`src/mcuic_pkg.sv`:
```
// shared constants for the microcontroller interrupt controller
package mcuic_pkg;
   // byte offsets on the register bus
   localparam logic [7:0] ADR_CTRL = 8'h00; // irq_control_reg
   localparam logic [7:0] ADR_PFA  = 8'h04; // periph_flags_a
   localparam logic [7:0] ADR_PFB  = 8'h08; // periph_flags_b
   localparam logic [7:0] ADR_PEA  = 8'h0C; // periph_enables_a
   localparam logic [7:0] ADR_PEB  = 8'h10; // periph_enables_b
   localparam logic [7:0] ADR_OPT  = 8'h14; // option, edge select
   localparam logic [7:0] ADR_STAT = 8'h18; // core-facing state
   // irq_control_reg bit positions
   localparam int B_GIE  = 7; // global_irq_enable
   localparam int B_PGE  = 6; // periph_group_enable
   localparam int B_TIE  = 5; // timer8_ovf_enable
   localparam int B_EIE  = 4; // ext_irq_enable
   localparam int B_PCE  = 3; // port_change_enable
   localparam int B_TIF  = 2; // timer8_ovf_flag
   localparam int B_EIF  = 1; // ext_irq_flag
   localparam int B_PCF  = 0; // port_change_flag
   localparam int B_EDGE = 6; // ext_edge_select in option
   // reset values
   localparam logic [7:0] RST_CTRL = 8'h00;
   localparam logic [7:0] RST_OPT  = 8'hFF;
   localparam logic [7:0] RST_PER  = 8'h00;
   // vector and instruction timing
   localparam logic [12:0] VECTOR_ADDR = 13'h0004;
   localparam logic [1:0]  Q_LAST      = 2'h3; // four clocks per instr
   localparam logic [7:0]  TMR_MAX     = 8'hFF;
   // sleep state machine
   typedef enum logic [1:0] {
      ST_RUN   = 2'b01,
      ST_SLEEP = 2'b10
   } mcuic_state_e;
endpackage : mcuic_pkg

```
`src/mcuic_top.sv`:
```
// interrupt controller: flags, enables, vectoring, sleep wake-up
`timescale 1ns/100ps
`default_nettype none
module mcuic_top (
   input  wire logic        clk_i,          // core clock
   input  wire logic        rst_i,          // sync reset, high
   input  wire logic        wb_cyc_i,       // wishbone cycle
   input  wire logic        wb_stb_i,       // wishbone strobe
   input  wire logic        wb_we_i,        // wishbone write
   input  wire logic [7:0]  wb_adr_i,       // byte address
   input  wire logic [3:0]  wb_sel_i,       // byte lanes
   input  wire logic [31:0] wb_dat_i,       // write data
   output logic      [31:0] wb_dat_o,       // read data
   output logic             wb_ack_o,       // acknowledge
   input  wire logic        ext_irq_pin_i,  // external edge pin
   input  wire logic [7:4]  port_b_pins_i,  // upper port nibble
   input  wire logic [7:0]  timer8_count_i, // timer value, same clock
   input  wire logic [7:0]  periph_evt_a_i, // peripheral events a
   input  wire logic        periph_evt_b_i, // peripheral event b
   input  wire logic        irq_accept_i,   // core takes vector
   input  wire logic        return_from_irq_instr_i, // return executed
   input  wire logic        sleep_instr_i,  // sleep executed
   output logic             vector_req_o,   // vector request
   output logic             push_ret_pc_o,  // push return pc only
   output logic             pc_load_o,      // load pc with vector
   output logic      [12:0] vector_addr_o,  // vector address
   output logic             sleeping_o,     // core halted
   output logic             wake_o          // wake pulse
);
   // all state of the block
   typedef struct packed {
      logic [7:0]   ctrl;
      logic [7:0]   pfa;
      logic         pfb;
      logic [7:0]   pea;
      logic         peb;
      logic [7:0]   opt;
      logic [1:0]   ext_sy;
      logic         ext_prev;
      logic [7:0]   port_sy;
      logic [3:0]   port_prev;
      logic [7:0]   tmr_prev;
      logic [1:0]   qph;
      logic         req;
      logic         push;
      logic         load;
      logic         wake;
      logic         wake_vec;
      logic         ack;
      logic [31:0]  rdata;
      mcuic_pkg::mcuic_state_e st;
   } mcuic_s;

   mcuic_s cur;
   mcuic_s next_s;

   // byte-lane merge of a write into an 8-bit register
   function automatic logic [7:0] lane0(input logic [7:0] old,
                                        input logic [31:0] d,
                                        input logic [3:0] sel);
      lane0 = sel[0] ? d[7:0] : old;
   endfunction : lane0

   logic       bus_req;
   logic       wr;
   logic       ext_rise;
   logic       ext_fall;
   logic       ext_evt;
   logic       port_evt;
   logic       tmr_evt;
   logic       core_pend;
   logic       per_pend;
   logic       any_en;
   logic       pend;

   // bus qualifiers
   assign bus_req = wb_cyc_i && wb_stb_i && !cur.ack;
   assign wr      = bus_req && wb_we_i;

   // events from synchronised pins and timer
   assign ext_rise = cur.ext_sy[1] && !cur.ext_prev;
   assign ext_fall = !cur.ext_sy[1] && cur.ext_prev;
   assign ext_evt  = cur.opt[mcuic_pkg::B_EDGE] ? ext_rise : ext_fall;
   assign port_evt = cur.port_sy[7:4] != cur.port_prev;
   assign tmr_evt  = (cur.tmr_prev == mcuic_pkg::TMR_MAX) &&
                     (timer8_count_i == 8'h00);

   // masked requests: core group and peripheral group
   assign core_pend = (cur.ctrl[mcuic_pkg::B_TIF] && cur.ctrl[mcuic_pkg::B_TIE]) ||
                      (cur.ctrl[mcuic_pkg::B_EIF] && cur.ctrl[mcuic_pkg::B_EIE]) ||
                      (cur.ctrl[mcuic_pkg::B_PCF] && cur.ctrl[mcuic_pkg::B_PCE]);
   assign per_pend  = cur.ctrl[mcuic_pkg::B_PGE] &&
                      (|(cur.pfa & cur.pea) || (cur.pfb && cur.peb));
   // wake needs only the individual enable, not the group or global
   assign any_en    = core_pend || |(cur.pfa & cur.pea) || (cur.pfb && cur.peb);
   assign pend      = cur.ctrl[mcuic_pkg::B_GIE] && (core_pend || per_pend);

   // next-state logic
   always_comb begin
      next_s = cur;
      // pin synchronisers, two flops before use
      next_s.ext_sy   = {cur.ext_sy[0], ext_irq_pin_i};
      next_s.ext_prev = cur.ext_sy[1];
      next_s.port_sy  = {cur.port_sy[3:0], port_b_pins_i};
      next_s.port_prev = cur.port_sy[7:4];
      next_s.tmr_prev = timer8_count_i;
      next_s.qph      = cur.qph + 2'h1;
      next_s.push     = 1'b0;
      next_s.load     = 1'b0;
      next_s.wake     = 1'b0;

      // bus: one-cycle registered acknowledge, unmapped reads zero
      next_s.ack   = bus_req;
      next_s.rdata = 32'h0000_0000;
      if (bus_req && !wb_we_i) begin
         case (wb_adr_i)
            mcuic_pkg::ADR_CTRL: next_s.rdata = {24'h000000, cur.ctrl};
            mcuic_pkg::ADR_PFA:  next_s.rdata = {24'h000000, cur.pfa};
            mcuic_pkg::ADR_PFB:  next_s.rdata = {31'h00000000, cur.pfb};
            mcuic_pkg::ADR_PEA:  next_s.rdata = {24'h000000, cur.pea};
            mcuic_pkg::ADR_PEB:  next_s.rdata = {31'h00000000, cur.peb};
            mcuic_pkg::ADR_OPT:  next_s.rdata = {24'h000000, cur.opt};
            mcuic_pkg::ADR_STAT: next_s.rdata = {28'h0000000, cur.wake_vec,
                                   cur.st == mcuic_pkg::ST_SLEEP, cur.req, pend};
            default:             next_s.rdata = 32'h0000_0000;
         endcase
      end
      // software writes; flags may be cleared by writing zero
      if (wr) begin
         case (wb_adr_i)
            mcuic_pkg::ADR_CTRL: next_s.ctrl = lane0(cur.ctrl, wb_dat_i, wb_sel_i);
            mcuic_pkg::ADR_PFA:  next_s.pfa  = lane0(cur.pfa, wb_dat_i, wb_sel_i);
            mcuic_pkg::ADR_PFB:  next_s.pfb  = wb_sel_i[0] ? wb_dat_i[0] : cur.pfb;
            mcuic_pkg::ADR_PEA:  next_s.pea  = lane0(cur.pea, wb_dat_i, wb_sel_i);
            mcuic_pkg::ADR_PEB:  next_s.peb  = wb_sel_i[0] ? wb_dat_i[0] : cur.peb;
            mcuic_pkg::ADR_OPT:  next_s.opt  = lane0(cur.opt, wb_dat_i, wb_sel_i);
            default: ;
         endcase
      end
      // hardware events set flags whatever the enables; set beats clear
      next_s.ctrl[mcuic_pkg::B_EIF] = next_s.ctrl[mcuic_pkg::B_EIF] | ext_evt;
      next_s.ctrl[mcuic_pkg::B_TIF] = next_s.ctrl[mcuic_pkg::B_TIF] | tmr_evt;
      next_s.ctrl[mcuic_pkg::B_PCF] = next_s.ctrl[mcuic_pkg::B_PCF] | port_evt;
      next_s.pfa = next_s.pfa | periph_evt_a_i;
      next_s.pfb = next_s.pfb | periph_evt_b_i;

      // request sampled at the instruction boundary
      if (cur.qph == mcuic_pkg::Q_LAST) begin
         next_s.req = pend && (cur.st == mcuic_pkg::ST_RUN);
      end
      // return re-enables; accept wins since it follows in program order
      if (return_from_irq_instr_i) begin
         next_s.ctrl[mcuic_pkg::B_GIE] = 1'b1;
      end
      if (irq_accept_i && cur.req) begin
         next_s.ctrl[mcuic_pkg::B_GIE] = 1'b0;
         next_s.req  = 1'b0;
         next_s.push = 1'b1;
         next_s.load = 1'b1;
      end

      // sleep and wake-up
      case (cur.st)
         mcuic_pkg::ST_RUN: begin
            // an individually enabled flag already set (any_en) turns sleep into a no-op
            if (sleep_instr_i && !any_en) begin
               next_s.st = mcuic_pkg::ST_SLEEP;
            end
            if (cur.wake_vec && cur.qph == mcuic_pkg::Q_LAST) begin
               next_s.wake_vec = 1'b0;
               next_s.req      = 1'b1;
            end
         end
         mcuic_pkg::ST_SLEEP: begin
            if (any_en) begin
               next_s.st       = mcuic_pkg::ST_RUN;
               next_s.wake     = 1'b1;
               next_s.wake_vec = cur.ctrl[mcuic_pkg::B_GIE];
            end
         end
         default: next_s.st = mcuic_pkg::ST_RUN;
      endcase
   end

   // state register
   always_ff @(posedge clk_i) begin
      if (rst_i) begin
         cur       <= '0;
         cur.ctrl  <= mcuic_pkg::RST_CTRL;
         cur.opt   <= mcuic_pkg::RST_OPT;
         cur.pfa   <= mcuic_pkg::RST_PER;
         cur.pea   <= mcuic_pkg::RST_PER;
         cur.st    <= mcuic_pkg::ST_RUN;
      end else begin
         cur <= next_s;
      end
   end

   // outputs
   assign wb_dat_o      = cur.rdata;
   assign wb_ack_o      = cur.ack;
   assign vector_req_o  = cur.req;
   assign push_ret_pc_o = cur.push;
   assign pc_load_o     = cur.load;
   assign vector_addr_o = mcuic_pkg::VECTOR_ADDR;
   assign sleeping_o    = cur.st == mcuic_pkg::ST_SLEEP;
   assign wake_o        = cur.wake;

   // checks
   property p_gie_reset;
      @(posedge clk_i) $past(rst_i) |-> !cur.ctrl[mcuic_pkg::B_GIE];
   endproperty
   a_gie_reset: assert property (p_gie_reset) else $error("gie not cleared");

   property p_no_req_gie_off;
      @(posedge clk_i) disable iff (rst_i)
      (!cur.ctrl[mcuic_pkg::B_GIE] && !cur.wake_vec && !cur.req)
         |=> !cur.req || $past(pend);
   endproperty
   a_no_req_gie_off: assert property (p_no_req_gie_off) else $error("req w/o gie");

   property p_req_soon;
      @(posedge clk_i) disable iff (rst_i)
      (pend && cur.st == mcuic_pkg::ST_RUN && !irq_accept_i)[*4] |=> cur.req;
   endproperty
   a_req_soon: assert property (p_req_soon) else $error("request late");

   property p_accept;
      @(posedge clk_i) disable iff (rst_i)
      (irq_accept_i && cur.req) |=> pc_load_o && push_ret_pc_o &&
         !cur.ctrl[mcuic_pkg::B_GIE];
   endproperty
   a_accept: assert property (p_accept) else $error("accept not handled");

   property p_return;
      @(posedge clk_i) disable iff (rst_i)
      (return_from_irq_instr_i && !(irq_accept_i && cur.req)) |=>
         cur.ctrl[mcuic_pkg::B_GIE];
   endproperty
   a_return: assert property (p_return) else $error("gie not set");

   property p_ext_flag;
      @(posedge clk_i) disable iff (rst_i)
      $rose(ext_irq_pin_i) && cur.opt[mcuic_pkg::B_EDGE] && !wr
         ##3 !wr |=> cur.ctrl[mcuic_pkg::B_EIF];
   endproperty
   a_ext_flag: assert property (p_ext_flag) else $error("edge missed");

   property p_tmr_flag;
      @(posedge clk_i) disable iff (rst_i)
      tmr_evt |=> cur.ctrl[mcuic_pkg::B_TIF];
   endproperty
   a_tmr_flag: assert property (p_tmr_flag) else $error("ovf missed");

   property p_per_flag;
      @(posedge clk_i) disable iff (rst_i)
      periph_evt_a_i[0] |=> cur.pfa[0];
   endproperty
   a_per_flag: assert property (p_per_flag) else $error("flag lost");

   property p_wake;
      @(posedge clk_i) disable iff (rst_i)
      (cur.st == mcuic_pkg::ST_SLEEP && any_en) |=> wake_o && !sleeping_o &&
         (cur.wake_vec == $past(cur.ctrl[mcuic_pkg::B_GIE]));
   endproperty
   a_wake: assert property (p_wake) else $error("wake wrong");

   property p_ack_one;
      @(posedge clk_i) disable iff (rst_i)
      wb_ack_o |=> !wb_ack_o;
   endproperty
   a_ack_one: assert property (p_ack_one) else $error("ack too long");

   c_vector: cover property (@(posedge clk_i) irq_accept_i && cur.req);
   c_wake_vec: cover property (@(posedge clk_i) wake_o ##[1:8] cur.req);
   c_wake_plain: cover property (@(posedge clk_i) wake_o && !cur.ctrl[mcuic_pkg::B_GIE]);
endmodule : mcuic_top
`default_nettype wire

```
`config.mk`:
```
export PLATFORM = sky130hd
export DESIGN_NAME = mcuic_top
export DESIGN_NICKNAME = d
export VERILOG_FILES = /design/src/mcuic_pkg.sv /design/src/mcuic_top.sv
export SDC_FILE = /design/constraint.sdc
export NUM_CORES = 1
export LEC_CHECK = 0
export BUFFER_PORTS_ARGS = -buffer_cell sky130_fd_sc_hd__buf_4
export CORE_MARGIN = 2
export CORE_UTILIZATION = 44
export DETAILED_ROUTE_END_ITERATION = 16
export HOLD_SLACK_MARGIN = 0.12
export PLACE_DENSITY_LB_ADDON = 0.3
export SLEW_MARGIN = 20
export SYNTH_ARGS = -nofsm -noshare
export SYNTH_HDL_FRONTEND = slang
export SYNTH_SLANG_ARGS = --single-unit
```
`constraint.sdc`:
```
create_clock -name clk_i -period 1.81 [get_ports clk_i]
set_clock_uncertainty 0.2 [all_clocks]
set_input_delay 0.0905 -clock clk_i [delete_from_list [all_inputs] [get_ports clk_i]]
set_output_delay 0.0905 -clock clk_i [all_outputs]
set_load 0.05 [all_outputs]
```
==> flow_summary.toml, run 1 <==
[final_layout]
layout.nets = 576
antennaDiodeCount = 0
drive_above_1_share_pct = 26.44
fin_cells = 602
seq_area_um2 = 1486
final_area_um2 = 4840
multi_input_area_um2 = 1665
syn2layout_area_growth_pct = 43.10
fillers = 587

[logic_synthesis]
ys_warn_count = 0
syn_avg_cell_area_um2 = 9.368
synth-edff-count = 0
yosysUniqueCellTypes = 46
syn_inst = 361
ys_ff_latch = 74
syn_area_um2 = 3382
synthArstFlopShare_pct = 0
ys_seq_area_share_pct = 43.80
ys.flop_type = "dfxtp_1"

[drt]
wire_per_inst_um = 14.28
drt-initial-drc-count = 183
vias = 3010
routed_wl_um = 8596
vias_per_cell = 5.000
drtPass1Iterations = 7
drc_errors = 0
ant_nets = 0

[worst_setup_path]
start_kind = "flop"
path_max_fanout = 3
path_class = "flop to flop"
arrival_ns = 1.90
critPathCaptureType = "flop"
required_ns = 1.83

[cts]
clkSinkCount = 74
clkTransAtPathRegs_ns = 0.08
cts_max_level = 3
tritoncts = "built"
cts_root_buffer = "clkbuf_8"
clockBufferDepth = 2
numCtsBuffers = 9
clock_latency_ns = 0.35

[global_route]
grt_antenna_before_repair = 0
grt_first_pass_wirelength_um = 13970
grt_max_degree = 45
grt_overflow_total = 0
grt_pass1_vias = 2894
grt_usage_pct = 21.16

[pwr]
powerDensity_nw_per_um2 = 759.0
vdd_drop_max_mv = 0.6394
leakage_nw = 2.071
finalPower_mw = 3.673

[timing]
slew_viol_final = 0
postLayoutSetupSlackWorst_ns = -0.07069
hold_viol = 0
post-route-min-period_ns = 1.881
fmax_mhz = 531.7
finalCritPeriodShare_pct = 103.9
fin_tns_setup_ns = -0.2326
rsz0062_at_grt = "yes"
setup_viol = 5

[floorplanning]
die_y_um = 91.67
die_x_um = 91.67
die_area_um2 = 8403
core_um2 = 7331
io_pins = 125
rows = 31
start_util_pct = 46.13

[placed_design]
routabilityCongestion = 0.8199
placed_cells = 519
dp_hpwl_um = 5374
io_buffers = 60
post_dp_cell_area_um2 = 3902

[min_path]
hp-class = "primary input to flop"

[run_status]
status = "finished, violations left"
violations = "negative setup slack"

[flow_run]
max-cap-violations = 0
==> worst max-delay path, stage by stage (launching register included) <==
cell,delay [ns]
dfxtp_1,0.33
a222oi_1,0.40
nand2_1,0.16
or3_4,0.37
buf_6,0.13
nand4_1,0.08
a31oi_1,0.08
==> cells by family after synthesis <==
kind of cell	after synthesis	share of synthesized area, %
AOI/OAI and AO/OA	54	11.02
xor gates and xnor gates	4	1.036
and+or+nand+nor	131	22.16
adders and majority gates	3	1.110
muxes	25	7.880
DFF	74	43.80
buffers and inverters	68	12.76
other	2	0.2221
==> stage by stage <==
step,hold WS [ns],worst slack (ns),utilization (%)
global route,0.1607,-0.1705,66.02
floorplan,-0.01586,-0.1033,-
detailed placement,0.09851,-0.09232,53.23
finish,0.1058,-0.07069,66.02
CTS,0.1238,-0.04270,64.52
global placement,0.09943,-0.06057,53.23
==> final timing paths <==
path                                  start           to  slack (ns)  cells after the start
worst max-delay path                cur[83]      cur[35]       -0.07                      6
worst min-delay path            wb_adr_i[4]  wb_dat_o[3]        0.11                      4
worst max register to register      cur[83]      cur[35]       -0.07                      6
worst min register to register      cur[40]      cur[40]        0.23                      1
==> report_power, final <==
group	internal [mW]	switching [mW]	total [mW]
Combinational	0.270	0.385	0.655
Sequential	1.68	0.0316	1.72
Clock	0.710	0.593	1.30
==> layout by cell type, fill, tap and decap left out, types with 2 or more instances in the layout <==
cell type       n
buf_4          86
dfxtp_1        72
dlygate4sd3_1  60
nor2_1         41
conb_1         37
nor2b_1        26
mux2i_1        21
nor3_1         19
a21oi_1        13
clkbuf_8        9
a211oi_1        8
nand3_1         7
o21ai_0         7
inv_1           6
nand4_1         6
a22oi_1         6
a221oi_1        6
nand2_1         5
buf_6           5
xor2_1          4
nor4_4          3
nor4_1          3
nand2b_1        3
and3_1          3
a31oi_1         3
mux2_2          3
ha_1            3
nor3_4          2
nor3_2          2
a222oi_1        2
clkinvlp_4      2
==> layout make-up <==
| cell class | count | area share [%] |
|---|---|---|
| Clock buffer | 11 | 3.154 |
| Clock inverter | 4 | 1.034 |
| Inverter | 7 | 0.5429 |
| Multi-Input combinational cell | 254 | 34.41 |
| Sequential cell | 74 | 30.71 |
| Tap cell | 99 | 2.559 |
| Timing Repair Buffer | 153 | 27.59 |
==> routing by layer <==
metal | GRT usage (%) | routed length (um) | share of wire [%] | vias to the layer above
met3 | 4.930 | 568 | 6.6 | 15
met4 | 6.944 | 131 | 1.5 | 0
li1 | - | - | - | 1461
met1 | 25.58 | 3508 | 41 | 1406
met2 | 36.95 | 4388 | 51 | 128
met5 | 0 | 0 | 0 | -
==> state kept, by name, summed over array words and instances, names as in the netlist <==
name / flops
wb_ack_o: 1
wb_dat_o: 8
push_ret_pc_o: 1
wake_o: 1
vector_req_o: 1
cur: 62
==> synthesized netlist by cell type (all sizes together), types with 2 or more instances <==
| cell | count | area [um^2] |
|---|---|---|
| nor3 | 23 | 137.6 |
| a222oi | 2 | 20.02 |
| nand4 | 7 | 50.05 |
| a22oi | 6 | 45.04 |
| o21ai | 7 | 35.03 |
| nor2 | 42 | 165.2 |
| inv | 7 | 26.27 |
| mux2 | 3 | 33.78 |
| a21oi | 14 | 70.07 |
| a221oi | 7 | 67.56 |
| ha | 3 | 37.54 |
| and3 | 3 | 18.77 |
| dfxtp | 74 | 1481 |
| mux2i | 21 | 210.2 |
| a31oi | 3 | 18.77 |
| xor2 | 4 | 35.03 |
| clkbuf | 10 | 37.54 |
| a211oi | 9 | 67.56 |
| nand3 | 8 | 52.55 |
| conb | 2 | 7.510 |
| nand2 | 5 | 18.77 |
| nor2b | 28 | 175.2 |
| nor4 | 7 | 73.82 |
| nand2b | 3 | 18.77 |
| buf | 51 | 367.8 |
==> what timing repair did <==
item	CTS	global route
setup buffers	1	6
pin swaps	4	5
hold endpoints to repair	73	6
endpoints found under the setup margin	6	52
gates resized for setup	4	13
hold buffers	60	2
No activity file was read; power rests on OpenSTA's default activity.
==> run 2: changes to the inputs <==
--- a/config.mk
+++ b/config.mk
@@ -11,6 +11,7 @@
 export DETAILED_ROUTE_END_ITERATION = 16
 export HOLD_SLACK_MARGIN = 0.12
 export PLACE_DENSITY_LB_ADDON = 0.3
+export SETUP_SLACK_MARGIN = 0.3
 export SLEW_MARGIN = 20
 export SYNTH_ARGS = -nofsm -noshare
 export SYNTH_HDL_FRONTEND = slang
==> flow_summary.toml, run 2 (same netlist as run 1, synthesis figures left out) <==
[min_path]
hold_depth = 4
hp-class = "primary input to flop"

[drt]
ant_nets = 0
wire_per_inst_um = 15.21
drt-initial-drc-count = 165
vias = 2947
drc_errors = 0
vias_per_cell = 5.038
routed_wl_um = 8896
drtPass1Iterations = 5

[floorplanning]
rows = 31
start_util_pct = 46.13
io_pins = 125
die_x_um = 91.67
die_y_um = 91.67
core_um2 = 7331
die_area_um2 = 8403

[timing]
post-route-min-period_ns = 1.892
fmax_mhz = 528.5
postLayoutSetupSlackWorst_ns = -0.08213
hold_viol = 0
finalCritPeriodShare_pct = 104.5
max_slew_margin_pct = 49.00
slew_viol_final = 0
fin_tns_setup_ns = -0.3086
setup_viol = 8
worstMarginPinSlew_ns = 0.7650
whs_ns = 0.1083
rsz0062_at_grt = "yes"

[worst_setup_path]
path_max_fanout = 3
start_kind = "flop"
r2r_setup_slack_ns = -0.08
required_ns = 1.82
arrival_ns = 1.90
ff2ff_path_depth = 6
path_class = "flop to flop"
critPathCaptureType = "flop"

[final_layout]
fillers = 534
layout.nets = 559
syn2layout_area_growth_pct = 45.50
top_register = "cur"
drive_above_1_share_pct = 32.51
utilization_pct = 67.13
seq_area_um2 = 1488
largest_reg_flops = 62
final_common_cell = "buf_4"
antennaDiodeCount = 0
final_cell_mix = "buf_4, dfxtp_1, dlygate4sd3_1"
final_area_um2 = 4921
fin_cells = 585
multi_input_area_um2 = 1876

[placed_design]
dp_hpwl_um = 5353
post_dp_cell_area_um2 = 3910
dp_slack_ns = -0.08337
routabilityCongestion = 0.8728
io_buffers = 60
placed_cells = 507

[global_route]
grt_max_degree = 70
grt_usage_pct = 21.20
grt_antenna_before_repair = 0
grt_overflow_total = 0
grt_pass1_vias = 2789
grt_first_pass_wirelength_um = 13870

[pwr]
finalPower_mw = 3.574
vdd_drop_max_mv = 0.2972
powerDensity_nw_per_um2 = 726.3
leakage_nw = 2.049

[cts]
clkTransAtPathRegs_ns = 0.07
clock_latency_ns = 0.34
cts_root_buffer = "clkbuf_8"
tritoncts = "built"
numCtsBuffers = 9
cts_max_level = 3
clockBufferDepth = 2
clkSinkCount = 74

[run_status]
violations = "negative setup slack"
status = "finished, violations left"

[flow_run]
max-cap-violations = 0
## run 2: timing repair
| item | 4_1_cts | 5_1_grt |
|---|---|---|
| gates cloned | 0 | 1 |
| resized for setup | 31 | 19 |
| hold endpoints to repair | 61 | 8 |
| setup buffers | 10 | 7 |
| pin swaps | 15 | 12 |
| hold buffers | 44 | 2 |
| endpoints found under the setup margin | 44 | 48 |
## run 2: worst paths after layout
check         startpoint           to
min          wb_adr_i[3]  wb_dat_o[2]
max              cur[96]       cur[0]
min reg2reg      cur[40]      cur[40]
max reg2reg      cur[96]       cur[0]
## run 2: cell type report
type                    instances  area share (%)
repair buffers                136           24.94
inverters                       7          0.5339
flip-flops and latches         74           30.23
well taps                      99           2.517
clock inverters                 2          0.2034
clock buffers                  13           3.458
multi-input cells             254           38.11
## run 2: layer usage
metal | track usage [%] | up-vias | wire, um
met4 | 9.848 | 0 | 278
met1 | 26.29 | 1363 | 3656
met3 | 4.684 | 21 | 497
met5 | 0 | - | 0
li1 | - | 1422 | -
met2 | 35.05 | 141 | 4463
## run 2: worst max-delay path, stage by stage (launching register included)
cell      delay, ns
dfxtp_2        0.33
a222oi_1       0.44
nand2_1        0.12
buf_4          0.17
nor3_4         0.24
a21o_1         0.18
a31oi_1        0.08
## run 2: power by group
part | switching, mW | internal, mW
sequential | 0.0392 | 1.68
clock | 0.576 | 0.608
combinational | 0.403 | 0.263
